<file path="src/odcd_pkg.sv">
// Constants for the octal converter command decoder
package odcd_pkg;
  localparam int CHANNELS = 8;
  localparam int DATA_W = 8;
  localparam int FRAME_BITS = 16;
  localparam int ABORT_EDGES = 15;
  localparam logic [3:0] CMD_REG_ONLY = 4'h8;
  localparam logic [3:0] CMD_WRITE_THRU = 4'h9;
  localparam logic [3:0] CMD_UPDATE_SEL = 4'hA;
  localparam logic [3:0] CMD_CHA_WRITE = 4'hB;
  localparam logic [3:0] CMD_BROADCAST = 4'hC;
  localparam logic [3:0] CMD_PD_HIZ = 4'hD;
  localparam logic [3:0] CMD_PD_100K = 4'hE;
  localparam logic [3:0] CMD_PD_2K5 = 4'hF;
  localparam int CMD_MSB = 15;
  localparam int CMD_LSB = 12;
  localparam int CHSEL_MSB = 14;
  localparam int CHSEL_LSB = 12;
  localparam int DATA_MSB = 11;
  localparam int DATA_LSB = 4;
  localparam int MASK_MSB = 7;
  localparam logic [1:0] TERM_HIZ = 2'h1;
  localparam logic [1:0] TERM_100K = 2'h2;
  localparam logic [1:0] TERM_2K5 = 2'h3;
  localparam logic [1:0] TERM_NONE = 2'h0;
  localparam logic [7:0] DATA_RESET = 8'h00;
  localparam int CLK_HZ = 10_000_000;
  localparam int WAKE_NS = 20_000;
  localparam int WAKE_CYCLES = (WAKE_NS / (1_000_000_000 / CLK_HZ)) < 1 ? 1 :
                               (WAKE_NS / (1_000_000_000 / CLK_HZ));
  localparam int WAKE_W = 12;
  typedef enum logic [1:0] {
    ODCD_IDLE  = 2'b00,
    ODCD_SHIFT = 2'b01,
    ODCD_FULL  = 2'b10
  } odcd_state_type;
endpackage

</file>
<file path="src/odcd_channel.sv">
// One output channel: data register, output latch, power-down and wake timer
`timescale 1ns/1ns
`default_nettype none
module odcd_channel #(
  parameter int WAKE_COUNT = odcd_pkg::WAKE_CYCLES
) (
  input  wire logic                    clk,
  input  wire logic                    reset_n,
  input  wire logic                    load_reg,
  input  wire logic                    load_out,
  input  wire logic [7:0]              new_data,
  input  wire logic                    power_down,
  input  wire logic [1:0]              term_mode,
  output logic      [7:0]              data_reg,
  output logic      [7:0]              out_reg,
  output logic                         pd_reg,
  output logic      [1:0]              term_reg,
  output logic                         settling_reg
);
  localparam int WAKE_W = odcd_pkg::WAKE_W;
  logic [odcd_pkg::WAKE_W-1:0] wake_cnt_reg;
  wire  [7:0] reg_value = load_reg ? new_data : data_reg;
  wire        wake      = load_out && pd_reg;
  wire        wake_done = (wake_cnt_reg == {odcd_pkg::WAKE_W{1'b0}});

  always_ff @(posedge clk or negedge reset_n) begin
    if (!reset_n) begin
      data_reg     <= odcd_pkg::DATA_RESET;
      out_reg      <= odcd_pkg::DATA_RESET;
      pd_reg       <= 1'b0;
      term_reg     <= odcd_pkg::TERM_NONE;
      settling_reg <= 1'b0;
      wake_cnt_reg <= '0;
    end else begin
      data_reg <= reg_value;
      if (power_down) begin
        pd_reg       <= 1'b1;
        term_reg     <= term_mode;
        settling_reg <= 1'b0;
      end else if (load_out) begin
        out_reg  <= reg_value;
        pd_reg   <= 1'b0;
        term_reg <= odcd_pkg::TERM_NONE;
      end
      if (wake && !power_down) begin
        settling_reg <= 1'b1;
        wake_cnt_reg <= WAKE_W'(WAKE_COUNT - 1);
      end else if (settling_reg && !power_down) begin
        if (wake_done)
          settling_reg <= 1'b0;
        else
          wake_cnt_reg <= wake_cnt_reg - 1'b1;
      end
    end
  end
endmodule
`default_nettype wire

</file>
<file path="src/odcd_top.sv">
// Serial command decoder for an eight-channel 8-bit converter
`timescale 1ns/1ns
`default_nettype none
// Behaviour
// - After reset the block is in register-only update mode
// - Command 1001 selects write-through mode, low twelve bits ignored
// - Command 1000 selects register-only mode, low twelve bits ignored
// - Bit 15 low means channel write; bits 14..12 pick channel A..H
// - Write-through updates register and output; register-only updates register
// - Special commands behave the same in either mode
// - Command 1010 loads outputs of channels whose low-byte bit is set
// - Command 1011 writes channel A fully and refreshes all other outputs
// - Channel-A write leaves the update mode unchanged
// - Command 1100 writes data to all registers and outputs
// - Reset clears registers and outputs to zero
// - Commands 1101, 1110, 1111 power down with hi-Z, 100k, 2.5k termination
// - Each set low-byte bit powers down its channel, A is bit 0
// - Bias enable drops only when all eight channels are powered down
// - Power-down leaves data registers unchanged
// - A woken channel is flagged settling for the wake-up interval
// - Channel data sits in bits 11..4; bits 3..0 ignored
// - Bits shift on falling serial clock while sync low; execute on sync rise
// - Sync rising before the fifteenth falling edge discards the frame
module odcd_top #(
  parameter int WAKE_COUNT = odcd_pkg::WAKE_CYCLES
) (
  input  wire logic        CORE_CLK,
  input  wire logic        RESET_N,
  input  wire logic        SCLK_IN,
  input  wire logic        SYNC_N_IN,
  input  wire logic        DATA_IN,
  output logic      [63:0] CHANNEL_OUT,
  output logic      [63:0] CHANNEL_REG,
  output logic      [7:0]  POWER_DOWN,
  output logic      [15:0] TERMINATION,
  output logic      [7:0]  SETTLING,
  output logic             WRITE_THROUGH_MODE,
  output logic             BIAS_ENABLE,
  output logic             FRAME_DONE,
  output logic             FRAME_ABORT
);
  logic [1:0]  sclk_sync_reg;
  logic [1:0]  sync_sync_reg;
  logic [1:0]  din_sync_reg;
  logic        sclk_prev_reg;
  logic        sync_prev_reg;
  logic [15:0] shift_reg;
  logic [4:0]  edge_cnt_reg;
  logic        write_through_mode_reg;
  logic        bias_reg;
  logic        done_reg;
  logic        abort_reg;
  odcd_pkg::odcd_state_type state_reg;
  odcd_pkg::odcd_state_type state_next;

  wire sclk_s   = sclk_sync_reg[1];
  wire sync_s   = sync_sync_reg[1];
  wire din_s    = din_sync_reg[1];
  wire sclk_fall = sclk_prev_reg && !sclk_s;
  wire sync_rise = !sync_prev_reg && sync_s;
  wire sync_low  = !sync_s;
  // Only a frame in progress takes bits; a full frame ignores the rest
  wire frame_open = (state_reg == odcd_pkg::ODCD_SHIFT);
  wire shift_en   = sync_low && sclk_fall && frame_open;
  wire last_edge  = sclk_fall && (edge_cnt_reg == 5'(odcd_pkg::FRAME_BITS - 1));

  wire execute = sync_rise && (edge_cnt_reg >= 5'(odcd_pkg::ABORT_EDGES));
  wire abort   = sync_rise && (edge_cnt_reg < 5'(odcd_pkg::ABORT_EDGES));

  // A 15-edge frame still executes, with its bits one place low;
  // hosts are expected to send all sixteen
  wire [3:0] cmd      = shift_reg[odcd_pkg::CMD_MSB:odcd_pkg::CMD_LSB];
  wire [2:0] chan_sel = shift_reg[odcd_pkg::CHSEL_MSB:odcd_pkg::CHSEL_LSB];
  wire [7:0] data_val = shift_reg[odcd_pkg::DATA_MSB:odcd_pkg::DATA_LSB];
  // channel mask, bit 0 is channel A
  wire [7:0] mask     = shift_reg[odcd_pkg::MASK_MSB:0];

  wire       is_chan_write = execute && !shift_reg[odcd_pkg::CMD_MSB];
  wire       is_upd_sel    = execute && (cmd == odcd_pkg::CMD_UPDATE_SEL);
  wire       is_cha_write  = execute && (cmd == odcd_pkg::CMD_CHA_WRITE);
  wire       is_broadcast  = execute && (cmd == odcd_pkg::CMD_BROADCAST);
  wire       is_wt_cmd     = execute && (cmd == odcd_pkg::CMD_WRITE_THRU);
  wire       is_ro_cmd     = execute && (cmd == odcd_pkg::CMD_REG_ONLY);
  wire       pd_hiz_code   = (cmd == odcd_pkg::CMD_PD_HIZ);
  wire       pd_100k_code  = (cmd == odcd_pkg::CMD_PD_100K);
  wire       pd_2k5_code   = (cmd == odcd_pkg::CMD_PD_2K5);
  wire       is_pd         = execute && (pd_hiz_code || pd_100k_code || pd_2k5_code);
  wire [1:0] term_sel = (cmd == odcd_pkg::CMD_PD_HIZ)  ? odcd_pkg::TERM_HIZ :
                        (cmd == odcd_pkg::CMD_PD_100K) ? odcd_pkg::TERM_100K :
                                                         odcd_pkg::TERM_2K5;
  wire [7:0] chan_onehot = 8'(1) << chan_sel;

  // Per-channel controls for, and state gathered from, the channel instances
  logic [7:0] load_reg_vec;
  logic [7:0] load_out_vec;
  logic [7:0] pd_vec;
  logic [7:0] pd_state;
  logic [7:0] ch_data [0:7];
  logic [7:0] ch_out  [0:7];
  logic [1:0] ch_term [0:7];
  logic [7:0] ch_settle;

  always_comb begin
    load_reg_vec = 8'h00;
    load_out_vec = 8'h00;
    pd_vec       = 8'h00;
    if (is_chan_write) begin
      load_reg_vec = chan_onehot;
      if (write_through_mode_reg)
        load_out_vec = chan_onehot;
    end
    if (is_upd_sel)
      load_out_vec = mask;
    if (is_cha_write) begin
      load_reg_vec = 8'h01;
      load_out_vec = 8'hFF;
    end
    if (is_broadcast) begin
      load_reg_vec = 8'hFF;
      load_out_vec = 8'hFF;
    end
    if (is_pd)
      pd_vec = mask;
  end

  genvar g;
  generate
    for (g = 0; g < odcd_pkg::CHANNELS; g++) begin : gen_ch
      odcd_channel #(.WAKE_COUNT(WAKE_COUNT)) u_ch (
        .clk          (CORE_CLK),
        .reset_n      (RESET_N),
        .load_reg     (load_reg_vec[g]),
        .load_out     (load_out_vec[g]),
        .new_data     (data_val),
        .power_down   (pd_vec[g]),
        .term_mode    (term_sel),
        .data_reg     (ch_data[g]),
        .out_reg      (ch_out[g]),
        .pd_reg       (pd_state[g]),
        .term_reg     (ch_term[g]),
        .settling_reg (ch_settle[g])
      );
    end
  endgenerate

  always_comb begin
    state_next = state_reg;
    case (state_reg)
      odcd_pkg::ODCD_IDLE:
        if (sync_low)
          state_next = odcd_pkg::ODCD_SHIFT;
      odcd_pkg::ODCD_SHIFT:
        if (!sync_low)
          state_next = odcd_pkg::ODCD_IDLE;
        else if (last_edge)
          state_next = odcd_pkg::ODCD_FULL;
      odcd_pkg::ODCD_FULL:
        if (!sync_low)
          state_next = odcd_pkg::ODCD_IDLE;
      default:
        state_next = odcd_pkg::ODCD_IDLE;
    endcase
  end

  // Inputs come from another clock domain
  // The serial clock idles high, so its history resets high: no false edge
  always_ff @(posedge CORE_CLK or negedge RESET_N) begin
    if (!RESET_N) begin
      sclk_sync_reg <= 2'b11;
      sclk_prev_reg <= 1'b1;
    end else begin
      sclk_sync_reg <= {sclk_sync_reg[0], SCLK_IN};
      sclk_prev_reg <= sclk_s;
    end
  end

  // Sync idles high; a low history would fake a frame start
  always_ff @(posedge CORE_CLK or negedge RESET_N) begin
    if (!RESET_N) begin
      sync_sync_reg <= 2'b11;
      sync_prev_reg <= 1'b1;
    end else begin
      sync_sync_reg <= {sync_sync_reg[0], SYNC_N_IN};
      sync_prev_reg <= sync_s;
    end
  end

  // Data needs no edge history; it is only read on a clock fall
  always_ff @(posedge CORE_CLK or negedge RESET_N) begin
    if (!RESET_N) begin
      din_sync_reg <= 2'b00;
    end else begin
      din_sync_reg <= {din_sync_reg[0], DATA_IN};
    end
  end

  always_ff @(posedge CORE_CLK or negedge RESET_N) begin
    if (!RESET_N) begin
      state_reg <= odcd_pkg::ODCD_IDLE;
    end else begin
      state_reg <= state_next;
    end
  end

  always_ff @(posedge CORE_CLK or negedge RESET_N) begin
    if (!RESET_N) begin
      shift_reg    <= 16'h0000;
      edge_cnt_reg <= 5'h00;
    end else begin
      if (state_reg == odcd_pkg::ODCD_IDLE) begin
        edge_cnt_reg <= 5'h00;
      end else if (shift_en) begin
        shift_reg    <= {shift_reg[14:0], din_s};
        edge_cnt_reg <= edge_cnt_reg + 5'h01;
      end
    end
  end

  // Pulses last one cycle
  always_ff @(posedge CORE_CLK or negedge RESET_N) begin
    if (!RESET_N) begin
      done_reg  <= 1'b0;
      abort_reg <= 1'b0;
    end else begin
      done_reg  <= execute;
      abort_reg <= abort;
    end
  end

  always_ff @(posedge CORE_CLK or negedge RESET_N) begin
    if (!RESET_N) begin
      write_through_mode_reg <= 1'b0;
    end else begin
      if (is_wt_cmd)
        write_through_mode_reg <= 1'b1;
      else if (is_ro_cmd)
        write_through_mode_reg <= 1'b0;
    end
  end

  // bias off only when all down
  // Follows the channel power-down flags so it moves together with POWER_DOWN
  always_ff @(posedge CORE_CLK or negedge RESET_N) begin
    if (!RESET_N) begin
      bias_reg <= 1'b1;
    end else begin
      bias_reg <= ~&pd_state;
    end
  end

  always_ff @(posedge CORE_CLK or negedge RESET_N) begin
    if (!RESET_N) begin
      CHANNEL_OUT <= 64'h0000_0000_0000_0000;
      CHANNEL_REG <= 64'h0000_0000_0000_0000;
      TERMINATION <= 16'h0000;
    end else begin
      for (int i = 0; i < odcd_pkg::CHANNELS; i++) begin
        CHANNEL_OUT[i*8 +: 8] <= ch_out[i];
        CHANNEL_REG[i*8 +: 8] <= ch_data[i];
        TERMINATION[i*2 +: 2] <= ch_term[i];
      end
    end
  end

  // Status flags take the same stage as the channel values
  always_ff @(posedge CORE_CLK or negedge RESET_N) begin
    if (!RESET_N) begin
      POWER_DOWN <= 8'h00;
      SETTLING   <= 8'h00;
    end else begin
      POWER_DOWN <= pd_state;
      SETTLING   <= ch_settle;
    end
  end

  // Outputs come straight from their flip-flops
  assign WRITE_THROUGH_MODE = write_through_mode_reg;
  assign BIAS_ENABLE        = bias_reg;
  assign FRAME_DONE         = done_reg;
  assign FRAME_ABORT        = abort_reg;
endmodule
`default_nettype wire

</file>
<file path="config.mk">
export PLATFORM = sky130hd
export DESIGN_NAME = odcd_top
export DESIGN_NICKNAME = d
export VERILOG_FILES = /design/src/odcd_pkg.sv /design/src/odcd_channel.sv /design/src/odcd_top.sv
export SDC_FILE = /design/constraint.sdc
export NUM_CORES = 1
export LEC_CHECK = 0
export ABC_AREA = 1
export BUFFER_PORTS_ARGS = -buffer_cell sky130_fd_sc_hd__buf_2
export CORE_MARGIN = 2
export CORE_UTILIZATION = 30
export CTS_CLUSTER_DIAMETER = 30
export DETAILED_ROUTE_END_ITERATION = 6
export PLACE_DENSITY = 0.45
export SLEW_MARGIN = 0
export SYNTH_ARGS = -nofsm -noshare
export SYNTH_HDL_FRONTEND = slang
export SYNTH_SLANG_ARGS = --single-unit
</file>
<file path="constraint.sdc">
create_clock -name CORE_CLK -period 2.4 [get_ports CORE_CLK]
set_clock_uncertainty 0.2 [all_clocks]
set_input_delay 0.48 -clock CORE_CLK [delete_from_list [all_inputs] [get_ports CORE_CLK]]
set_output_delay 0.48 -clock CORE_CLK [all_outputs]
set_load 0.02 [all_outputs]
</file>
======== After elaboration in Yosys (flattened, before gate mapping) ========
Index checks and enable logic that the tools add are counted.
word-level totals
  register bits after elaboration ......... 451
  input bits .............................. 5
  output and inout port bits .............. 164
  word-level logic and storage cells ...... 323
cells by class
  add/subtract/negate cells ............... 9
  order comparisons ....................... 2
  equality and inequality tests ........... 22
  shifts and indexed selects .............. 1
  muxes and demuxes ....................... 116
  bitwise logic cells ..................... 9
  reduce and logical (&&, ||, !) cells .... 99
operators by type and width
  cell                                                                                 number
  12-bit two-way mux                                                                   24
  8-bit two-way mux                                                                    17
  12-bit logical NOT                                                                   8
  12-bit by 1-bit subtractor with 12-bit output, second input constant                 8
  1-bit two-way mux                                                                    51
  2-bit two-way mux                                                                    21
  1-bit logical AND                                                                    38
  2-bit nonzero test                                                                   18
  2-bit AND reduction                                                                  17
  4-bit equality test, second input constant                                           8
  2-bit != test, second input constant                                                 10
  1-bit logical NOT                                                                    13
  5-bit two-way mux                                                                    2
  1-bit inverter                                                                       9
  8-bit AND reduction                                                                  1
  1-bit by 3-bit << shifter with 8-bit output, first input constant                    1
  2-bit case mux with 3 select lines                                                   1
  5-bit by 1-bit adder with 5-bit output, second input constant                        1
  5-bit by 4-bit equality test with 1-bit output, second input constant                1
  5-bit by 4-bit greater-or-equal comparator with 1-bit output, second input constant  1
  5-bit by 4-bit less-than comparator with 1-bit output, second input constant         1
  3-bit by 2-bit != test with 1-bit output, second input constant                      1
  3-bit AND reduction                                                                  1
  2-bit by 1-bit equality test with 1-bit output, second input constant                1
  3 further kinds                                                                      4

======== Longest topological paths before layout ========
Gate-level depths: netlist of run 1.
  depth after elaboration ................. 12
  depth in mapped cells ................... 15

======== By module ========
From an unflattened synthesis of run 1, not the netlist that was laid out.
unflattened totals
  cell total of the unflattened synthesis .. 1744
  area, all modules ....................... 19303.5 um^2
modules (own cells, without submodules)
  module                             times used  cells an instance  area an instance (um^2)  sequential area each (um^2)
  odcd_channel (gen_ch[0].u_ch ...)  7           169                1662.8                   800.8
  odcd_top                           1           392                6007.0                   4888.4
  odcd_channel (gen_ch[7].u_ch)      1           169                1656.6                   800.8

======== Least setup slack after synthesis of run 1 ========
No wires, ideal clock.
  kind .................................... register to register
  start point ............................. register edge_cnt_reg[0]
  end point ............................... register gen_ch[5].u_ch.wake_cnt_reg[6] (netlist bit)
  setup time .............................. 0.133 ns
  data arrival time ....................... 1.880 ns
  data required time ...................... 2.067 ns
  slack ................................... 0.188 ns
  stages on the path, launching flop included .. 13
  path buffers ............................ 2
  clock period less this slack ............ 2.212 ns
  path through ............................ dfrtp_1 -> ha_1 -> inv_1 -> nor2_1 -> ha_1 -> inv_1 -> nand3_2 -> buf_4 -> nand4_1 -> clkbuf_1 -> nand3_1 -> nand2_1 -> nand3_1
between the ends
  longest elaborated chain between the ends .. 11
  elaborated cells between the ends (all ways) .. 20
  classes of those cells .................. order compare (1); eq/ne (1); mux (6); reduce/logical (12)
RTL lines
  item                                                                         line                source
  start, declared                                                              odcd_top.sv:48      logic [4:0] edge_cnt_reg;
  start signal, assigned                                                       odcd_top.sv:214     edge_cnt_reg <= edge_cnt_reg + 5'h01;
  5-bit by 4-bit greater-or-equal comparator with 1-bit output (*)             odcd_top.sv:67      wire execute = sync_rise && (edge_cnt_reg >= 5'(odcd_pkg::ABORT_EDGES));
  1-bit logical AND (*)                                                        odcd_top.sv:67
  1-bit logical AND                                                            odcd_top.sv:78      wire is_chan_write = execute && !shift_reg[odcd_pkg::CMD_MSB];
  8-bit two-way mux                                                            odcd_top.sv:107     if (is_chan_write) begin
  8-bit two-way mux                                                            odcd_top.sv:112     if (is_upd_sel)
  8-bit two-way mux                                                            odcd_top.sv:114     if (is_cha_write) begin
  8-bit two-way mux                                                            odcd_top.sv:118     if (is_broadcast) begin
  1-bit logical AND                                                            odcd_channel.sv:23  wire wake = load_out && pd_reg;
  1-bit logical AND                                                            odcd_channel.sv:45  if (wake && !power_down) begin
  2-bit != test (no source line) / 2-bit nonzero test (equally long branches)  -
  2-bit AND reduction (no source line)                                         -
  end signal, assigned                                                         odcd_channel.sv:47  wake_cnt_reg <= WAKE_W'(WAKE_COUNT - 1);
  end signal, assigned                                                         odcd_channel.sv:52  wake_cnt_reg <= wake_cnt_reg - 1'b1;
  end, declared                                                                odcd_channel.sv:21  logic [odcd_pkg::WAKE_W-1:0] wake_cnt_reg;
Mark *: on every way between the ends. The rest lies on a longest branch, timed or not.
A chain may end at the register's enable or synchronous reset.

======== Final worst setup path of run 1 ========
  start point ............................. register edge_cnt_reg[1]
  end point ............................... register gen_ch[3].u_ch.wake_cnt_reg[0] (netlist bit)
between the ends
  longest elaborated chain between the ends .. 11
  elaborated cells between the ends (all ways) .. 20
  classes of those cells .................. order compare (1); eq/ne (1); mux (6); reduce/logical (12)
RTL lines
  item                                                                         line
  5-bit by 4-bit greater-or-equal comparator with 1-bit output (*)             odcd_top.sv:67
  1-bit logical AND (*)                                                        odcd_top.sv:67
  1-bit logical AND                                                            odcd_top.sv:78
  8-bit two-way mux                                                            odcd_top.sv:107
  8-bit two-way mux                                                            odcd_top.sv:112
  8-bit two-way mux                                                            odcd_top.sv:114
  8-bit two-way mux                                                            odcd_top.sv:118
  1-bit logical AND                                                            odcd_channel.sv:23
  1-bit logical AND                                                            odcd_channel.sv:45
  2-bit != test (no source line) / 2-bit nonzero test (equally long branches)  -
  2-bit AND reduction (no source line)                                         -
  end signal, assigned                                                         odcd_channel.sv:47
  end signal, assigned                                                         odcd_channel.sv:52
  end, declared                                                                odcd_channel.sv:21
Marks and branches as above.

==> impl_metrics.tcl, run 1 <==
set metrics [dict create \
    dieArea_mm2 0.0623 \
    ys_types 40 \
    clk_pin_slew_ns 0.05 \
    worst_setup_path_start_kind "register" \
    synth_flop_cell "dfrtp_1" \
    p_sw_mw 4.91 \
    seq_power_share 0.338 \
    nets 2290 \
    die_w_um 250 \
    finalMaxSlewViolations 0 \
    pin_count 169 \
    syn-cell-area_mm2 0.0181 \
    path_class "reg2reg" \
    place_area_mm2 0.0207 \
    viasPerCell 4.52 \
    antenna_found_initial 0 \
    drive_gt1_frac 0.246 \
    die_h_um 250 \
    status "finished, final reports clean" \
    vdd_drop_max_mv 0.456 \
    final_util 0.415 \
    grt_pass1_wl_um 77600 \
    ys_ff_latch 451 \
    firstDrtPassIters 5 \
    syn_avg_cell_area_um2 9.41 \
    async_flop_share 1.00 \
    required_ns 2.69 \
    final_common_cell "nand2_1" \
    p_comb_frac 0.011 \
    rows 90 \
    drt_drc_violations_left 0 \
    largest_reg_flops 96 \
    hold_slack_ns 0.0967 \
    portBuffers 168 \
    drt_iter0_markers 736 \
    start_util 0.301 \
    grt_usage 0.157 \
    rsz0062_at_grt "true" \
    end_kind "register" \
    clock_sinks 451 \
    ys.warnings.count 0 \
    coreArea_mm2 0.0600 \
    fin_crit_ns 2.28 \
    grt_max_degree 105 \
    worstPathCellList "ha_2, inv_2, nor2_2, ha_2, inv_2, nand3_4, clkbuf_16, nand4_1, nand3_2, buf_4, nand2_1, buf_4, nand3_1" \
    path_max_fanout 5 \
    worstMarginPinSlew_ns 0.702 \
    cts_root_buf "clkbuf_16" \
    fin_setup_tns_ns 0 \
    drtAntennaViolNets 0 \
    p_total_mw 22.7 \
    post-route-period-util 0.951 \
    layout_common_cells "nand2_1, dfrtp_1, nand3_1" \
    crit_slowest_cell "dfrtp_1" \
    grt_overflow 0 \
    pwr-share-clk 0.650 \
    relSlewSlack 0.532 \
    swShare 0.216 \
    syn-num-nets 1937 \
    drt-total-wl_um 48300 \
    arrival_ns 2.57 \
    gp_congestion 0.782 \
    grt_pass1_vias 14282 \
    hold_path.class "in2async" \
    cts_buffers 102 \
    max_freq_ghz 0.438 \
    powerDensity_mw_per_mm2 912 \
    n_antenna_cell 0 \
    p_leak_nw 13.8 \
    syn_inst 1922 \
    ys_seq_area_frac 0.624 \
    drv_cap 0 \
    cts_tree "done" \
    synth_edf_count 0 \
    hold_viol 0 \
    critPathMaxStageDelay_ns 0.38 \
    hpwl_um 32700 \
    cell_internal_pwr_mw 17.8 \
    vias 14202 \
    clk_latency_ns 0.64 \
    clk_path_buf_depth 3 \
    htreeDepth 3 \
    wire_per_inst_um 15.4 \
    setup_viol 0 \
    design_area_mm2 0.0249 \
    syn2layout_area_growth_pct 37.8 \
]
==> area by class of cell <==
type,count,area [µm²]
clock buffer,117,2710
sequential,451,11300
timing repair buffer,298,2190
inverter,196,761
clock inverter,72,993
multi-input combinational,1226,6010
fill,5810,35100
tap,782,978
==> per-stage QoR <==
stage / setup slack (ns) / instances
CTS: -0.0183 / 3130
global route: -0.0277 / 3142
finish: 0.117 / 3142
global placement: -0.0162 / 2937
floorplan: 0.188 / 1922
detailed placement: -0.0120 / 2937
==> cells in the mapped netlist, drive strengths merged (2+ instances only) <==
master | instances | area, µm²
a21boi | 3 | 22.5
a21oi | 2 | 13.8
and2 | 49 | 307
buf | 30 | 171
clkbuf | 20 | 75.1
clkinv | 2 | 7.51
dfrtp | 444 | 11100
dfstp | 7 | 184
ha | 10 | 125
inv | 194 | 728
nand2 | 572 | 2190
nand3 | 187 | 941
nand3b | 49 | 368
nand4 | 98 | 699
nor2 | 166 | 666
nor3 | 25 | 125
nor3b | 2 | 15.0
nor4 | 5 | 31.3
o21ai | 48 | 240
o21bai | 2 | 15.0
==> power by group through the flow <==
stage	logic, mW	clock network, mW	registers (mW)
after floorplan	0.0425	0	7.80
after CTS	0.278	15.1	7.69
after global routing	0.309	15.6	7.69
after detailed placement	0.272	0	7.81
final	0.261	14.8	7.69
after global placement	0.269	0	7.81
==> timing repair <==
item	CTS	global route
pin swaps	0	19
hold buffers	4	0
resized for setup	4	88
hold endpoints to repair	447	0
setup buffers	0	6
setup endpoints to repair	17	207
cloned	0	6
==> metal layers <==
metal	share of wire	track usage	up-vias
li1	-	-	6969
met1	0.45	0.207	6833
met2	0.46	0.244	309
met3	0.051	0.0354	91
met4	0.034	0.0745	0
met5	0	0	-
==> cells by family after synthesis <==
kind of cell / count (synthesis) / share of synthesized area
AND/OR/NAND/NOR: 1155 / 0.296
flip-flops: 451 / 0.624
buffers and inverters: 246 / 0.0543
AO/OA/AOI/OAI: 60 / 0.0184
adder cells (fa/ha/maj): 10 / 0.00692
==> critical path, delay by kind of cell, from the launching register on <==
family,cells,cell delay (ns)
buffers and inverters,5,0.65
flip-flops,1,0.38
AND/OR/NAND/NOR,6,0.58
adder cells (fa/ha/maj),2,0.36
==> final timing paths <==
path,start,to,slack (ns),cells past startpoint
worst max-delay path,edge_cnt_reg[1],gen_ch[3].u_ch.wake_cnt_reg[0],0.12,13
worst min-delay path,RESET_N,gen_ch[6].u_ch.out_reg[7],0.1,2
worst max register to register,edge_cnt_reg[1],gen_ch[3].u_ch.wake_cnt_reg[0],0.12,13
worst min register to register,din_sync_reg[0],din_sync_reg[1],0.15,0
max in group asynchronous,RESET_N,CHANNEL_OUT[33],1.04,3
min in group CORE_CLK,din_sync_reg[0],din_sync_reg[1],0.15,0
Power figures use the tool's default switching activity.
==> inputs of run 2 (changes only) <==
--- a/config.mk
+++ b/config.mk
@@ -12,6 +12,7 @@
 export CTS_CLUSTER_DIAMETER = 30
 export DETAILED_ROUTE_END_ITERATION = 6
 export PLACE_DENSITY = 0.45
+export REMOVE_ABC_BUFFERS = 1
 export SLEW_MARGIN = 0
 export SYNTH_ARGS = -nofsm -noshare
 export SYNTH_HDL_FRONTEND = slang
==> run 2 against run 1 <==
Global-route usage is 0.31 points higher; cell area is 2.0% higher; count of clock-buffer cells in the layout is 17 higher; combinational power is 12% higher; hold slack better by 0.033 ns.
==> impl_metrics.tcl, run 2 (synthesized netlist as in run 1, its figures left out) <==
set metrics [dict create \
    grt_max_degree 75 \
    relSlewSlack 0.589 \
    drt_drc_violations_left 0 \
    drt_iter0_markers 709 \
    max_freq_ghz 0.429 \
    clk_path_buf_depth 3 \
    nFillCells 5826 \
    grt_usage 0.160 \
    cts_root_buf "clkbuf_16" \
    rsz0062_at_grt "true" \
    die_h_um 250 \
    required_ns 2.78 \
    seq_power_share 0.340 \
    grt_pass1_vias 14377 \
    swShare 0.224 \
    worst_setup_path_start_kind "register" \
    critPathMaxStageDelay_ns 0.37 \
    grt_overflow 0 \
    p_sw_mw 5.06 \
    setup_viol 0 \
    gp_congestion 0.826 \
    post-route-period-util 0.972 \
    coreArea_mm2 0.0600 \
    cts_buffers 111 \
    worstPathCellList "ha_2, inv_2, nor2_2, ha_2, inv_2, nand3_4, buf_12, buf_12, nand4_1, nor2_2, nor2_4, buf_6, nand3_2, nand2_2" \
    grt_pass1_wl_um 78800 \
    clk_pin_slew_ns 0.05 \
    drtAntennaViolNets 0 \
    final_common_cell "nand2_1" \
    nets 2325 \
    hold_viol 0 \
    die_w_um 250 \
    finalMaxSlewViolations 0 \
    firstDrtPassIters 7 \
    path_max_fanout 8 \
    antenna_found_initial 1 \
    cell_internal_pwr_mw 17.6 \
    viasPerCell 4.49 \
    clock_sinks 451 \
    p_comb_frac 0.013 \
    path_class "reg2reg" \
    largest_reg_flops 96 \
    pin_count 169 \
    portBuffers 168 \
    end_kind "register" \
    arrival_ns 2.71 \
    drive_gt1_frac 0.266 \
    hpwl_um 33400 \
    syn2layout_area_growth_pct 40.6 \
    layout_common_cells "nand2_1, dfrtp_1, nand3_1" \
    htreeDepth 3 \
    rows 90 \
    vias 14327 \
    placed_cells 2951 \
    n_antenna_cell 0 \
    vdd_drop_max_mv 0.507 \
    start_util 0.301 \
    drt-total-wl_um 49500 \
    dieArea_mm2 0.0623 \
    hold_slack_ns 0.130 \
    worstMarginPinSlew_ns 0.615 \
    fin_crit_ns 2.33 \
    drv_cap 0 \
    fin_cells 3188 \
    cts_tree "done" \
    status "finished, final reports clean" \
    p_leak_nw 13.9 \
    crit_slowest_cell "dfrtp_1" \
    hold_path.class "in2async" \
    wire_per_inst_um 15.5 \
    clk_latency_ns 0.64 \
    pwr-share-clk 0.647 \
    powerDensity_mw_per_mm2 890 \
]
[run 2: changes by cell type in the layout (fill, tap and decap cells not counted), sizes merged]
cell / change
inv: -11
clkinvlp: +7
bufinv: -10
clkinv: +17
buf: +26
clkbuf: +17
[run 2: worst max-delay path, delay by kind of cell (launching register included)]
| kind | cells | cell delay, ns |
|---|---|---|
| buf+inv | 5 | 0.60 |
| simple gates | 7 | 0.75 |
| flops | 1 | 0.37 |
| fa+ha+maj | 2 | 0.36 |
[run 2: per-layer routing]
metal | up-vias | wire length (µm) | part of all wire | GRT usage
met5 | - | 0 | 0 | 0
met2 | 308 | 22900 | 0.46 | 0.254
met3 | 76 | 2300 | 0.046 | 0.0331
met1 | 6907 | 23300 | 0.47 | 0.218
li1 | 7036 | - | - | -
met4 | 0 | 1060 | 0.021 | 0.0547
[run 2: final timing paths]
| kind | slack, ns | to | cells past startpoint | startpoint |
|---|---|---|---|---|
| min reg2reg | 0.14 | din_sync_reg[1] | 0 | din_sync_reg[0] |
| max in group asynchronous | 1.10 | gen_ch[4].u_ch.wake_cnt_reg[2] | 3 | RESET_N |
| max | 0.07 | gen_ch[2].u_ch.term_reg[1] | 14 | edge_cnt_reg[0] |
| max reg2reg | 0.07 | gen_ch[2].u_ch.term_reg[1] | 14 | edge_cnt_reg[0] |
| min in group CORE_CLK | 0.14 | din_sync_reg[1] | 0 | din_sync_reg[0] |
| min | 0.13 | gen_ch[3].u_ch.out_reg[5] | 2 | RESET_N |
[run 2: timing repair]
item / in CTS / in global routing
hold endpoints to repair: 337 / 0
hold buffers: 4 / 0
gates cloned: 4 / 5
resized for setup: 30 / 107
buffers inserted: 5 / 13
endpoints found under the setup margin: 92 / 233
pin swaps: 8 / 36
[run 2: metrics by stage]
step	setup TNS [ns]	power [mW]	instance area [µm²]	utilization	setup slack, ns
global route	-3.40	23.4	25400	0.424	-0.0891
finish	0	22.6	25400	0.424	0.0680
floorplan	-234.83	7.84	17800	-	-1.68
CTS	-0.115	23.0	24900	0.415	-0.0447
detailed placement	-3.79	8.11	20800	0.347	-0.121
global placement	-2.18	8.10	20800	0.347	-0.0677
[run 2: layout make-up]
type	count	area [µm²]	share of cell area
sequential	451	11300	0.444
multi-input combinational	1226	6140	0.241
clock buffer	134	3010	0.118
timing repair buffer	324	2480	0.0974
tap	782	978	0.0385
clock inverter	75	781	0.0307
inverter	196	757	0.0298
[run 2: power groups by stage]
| stage | combinational (mW) | sequential [mW] | clock, mW |
|---|---|---|---|
| final | 0.293 | 7.69 | 14.6 |
| after global routing | 0.340 | 7.69 | 15.4 |
| after CTS | 0.308 | 7.69 | 15.0 |
| after detailed placement | 0.302 | 7.81 | 0 |
| after global placement | 0.297 | 7.81 | 0 |
| after floorplan | 0.0398 | 7.80 | 0 |
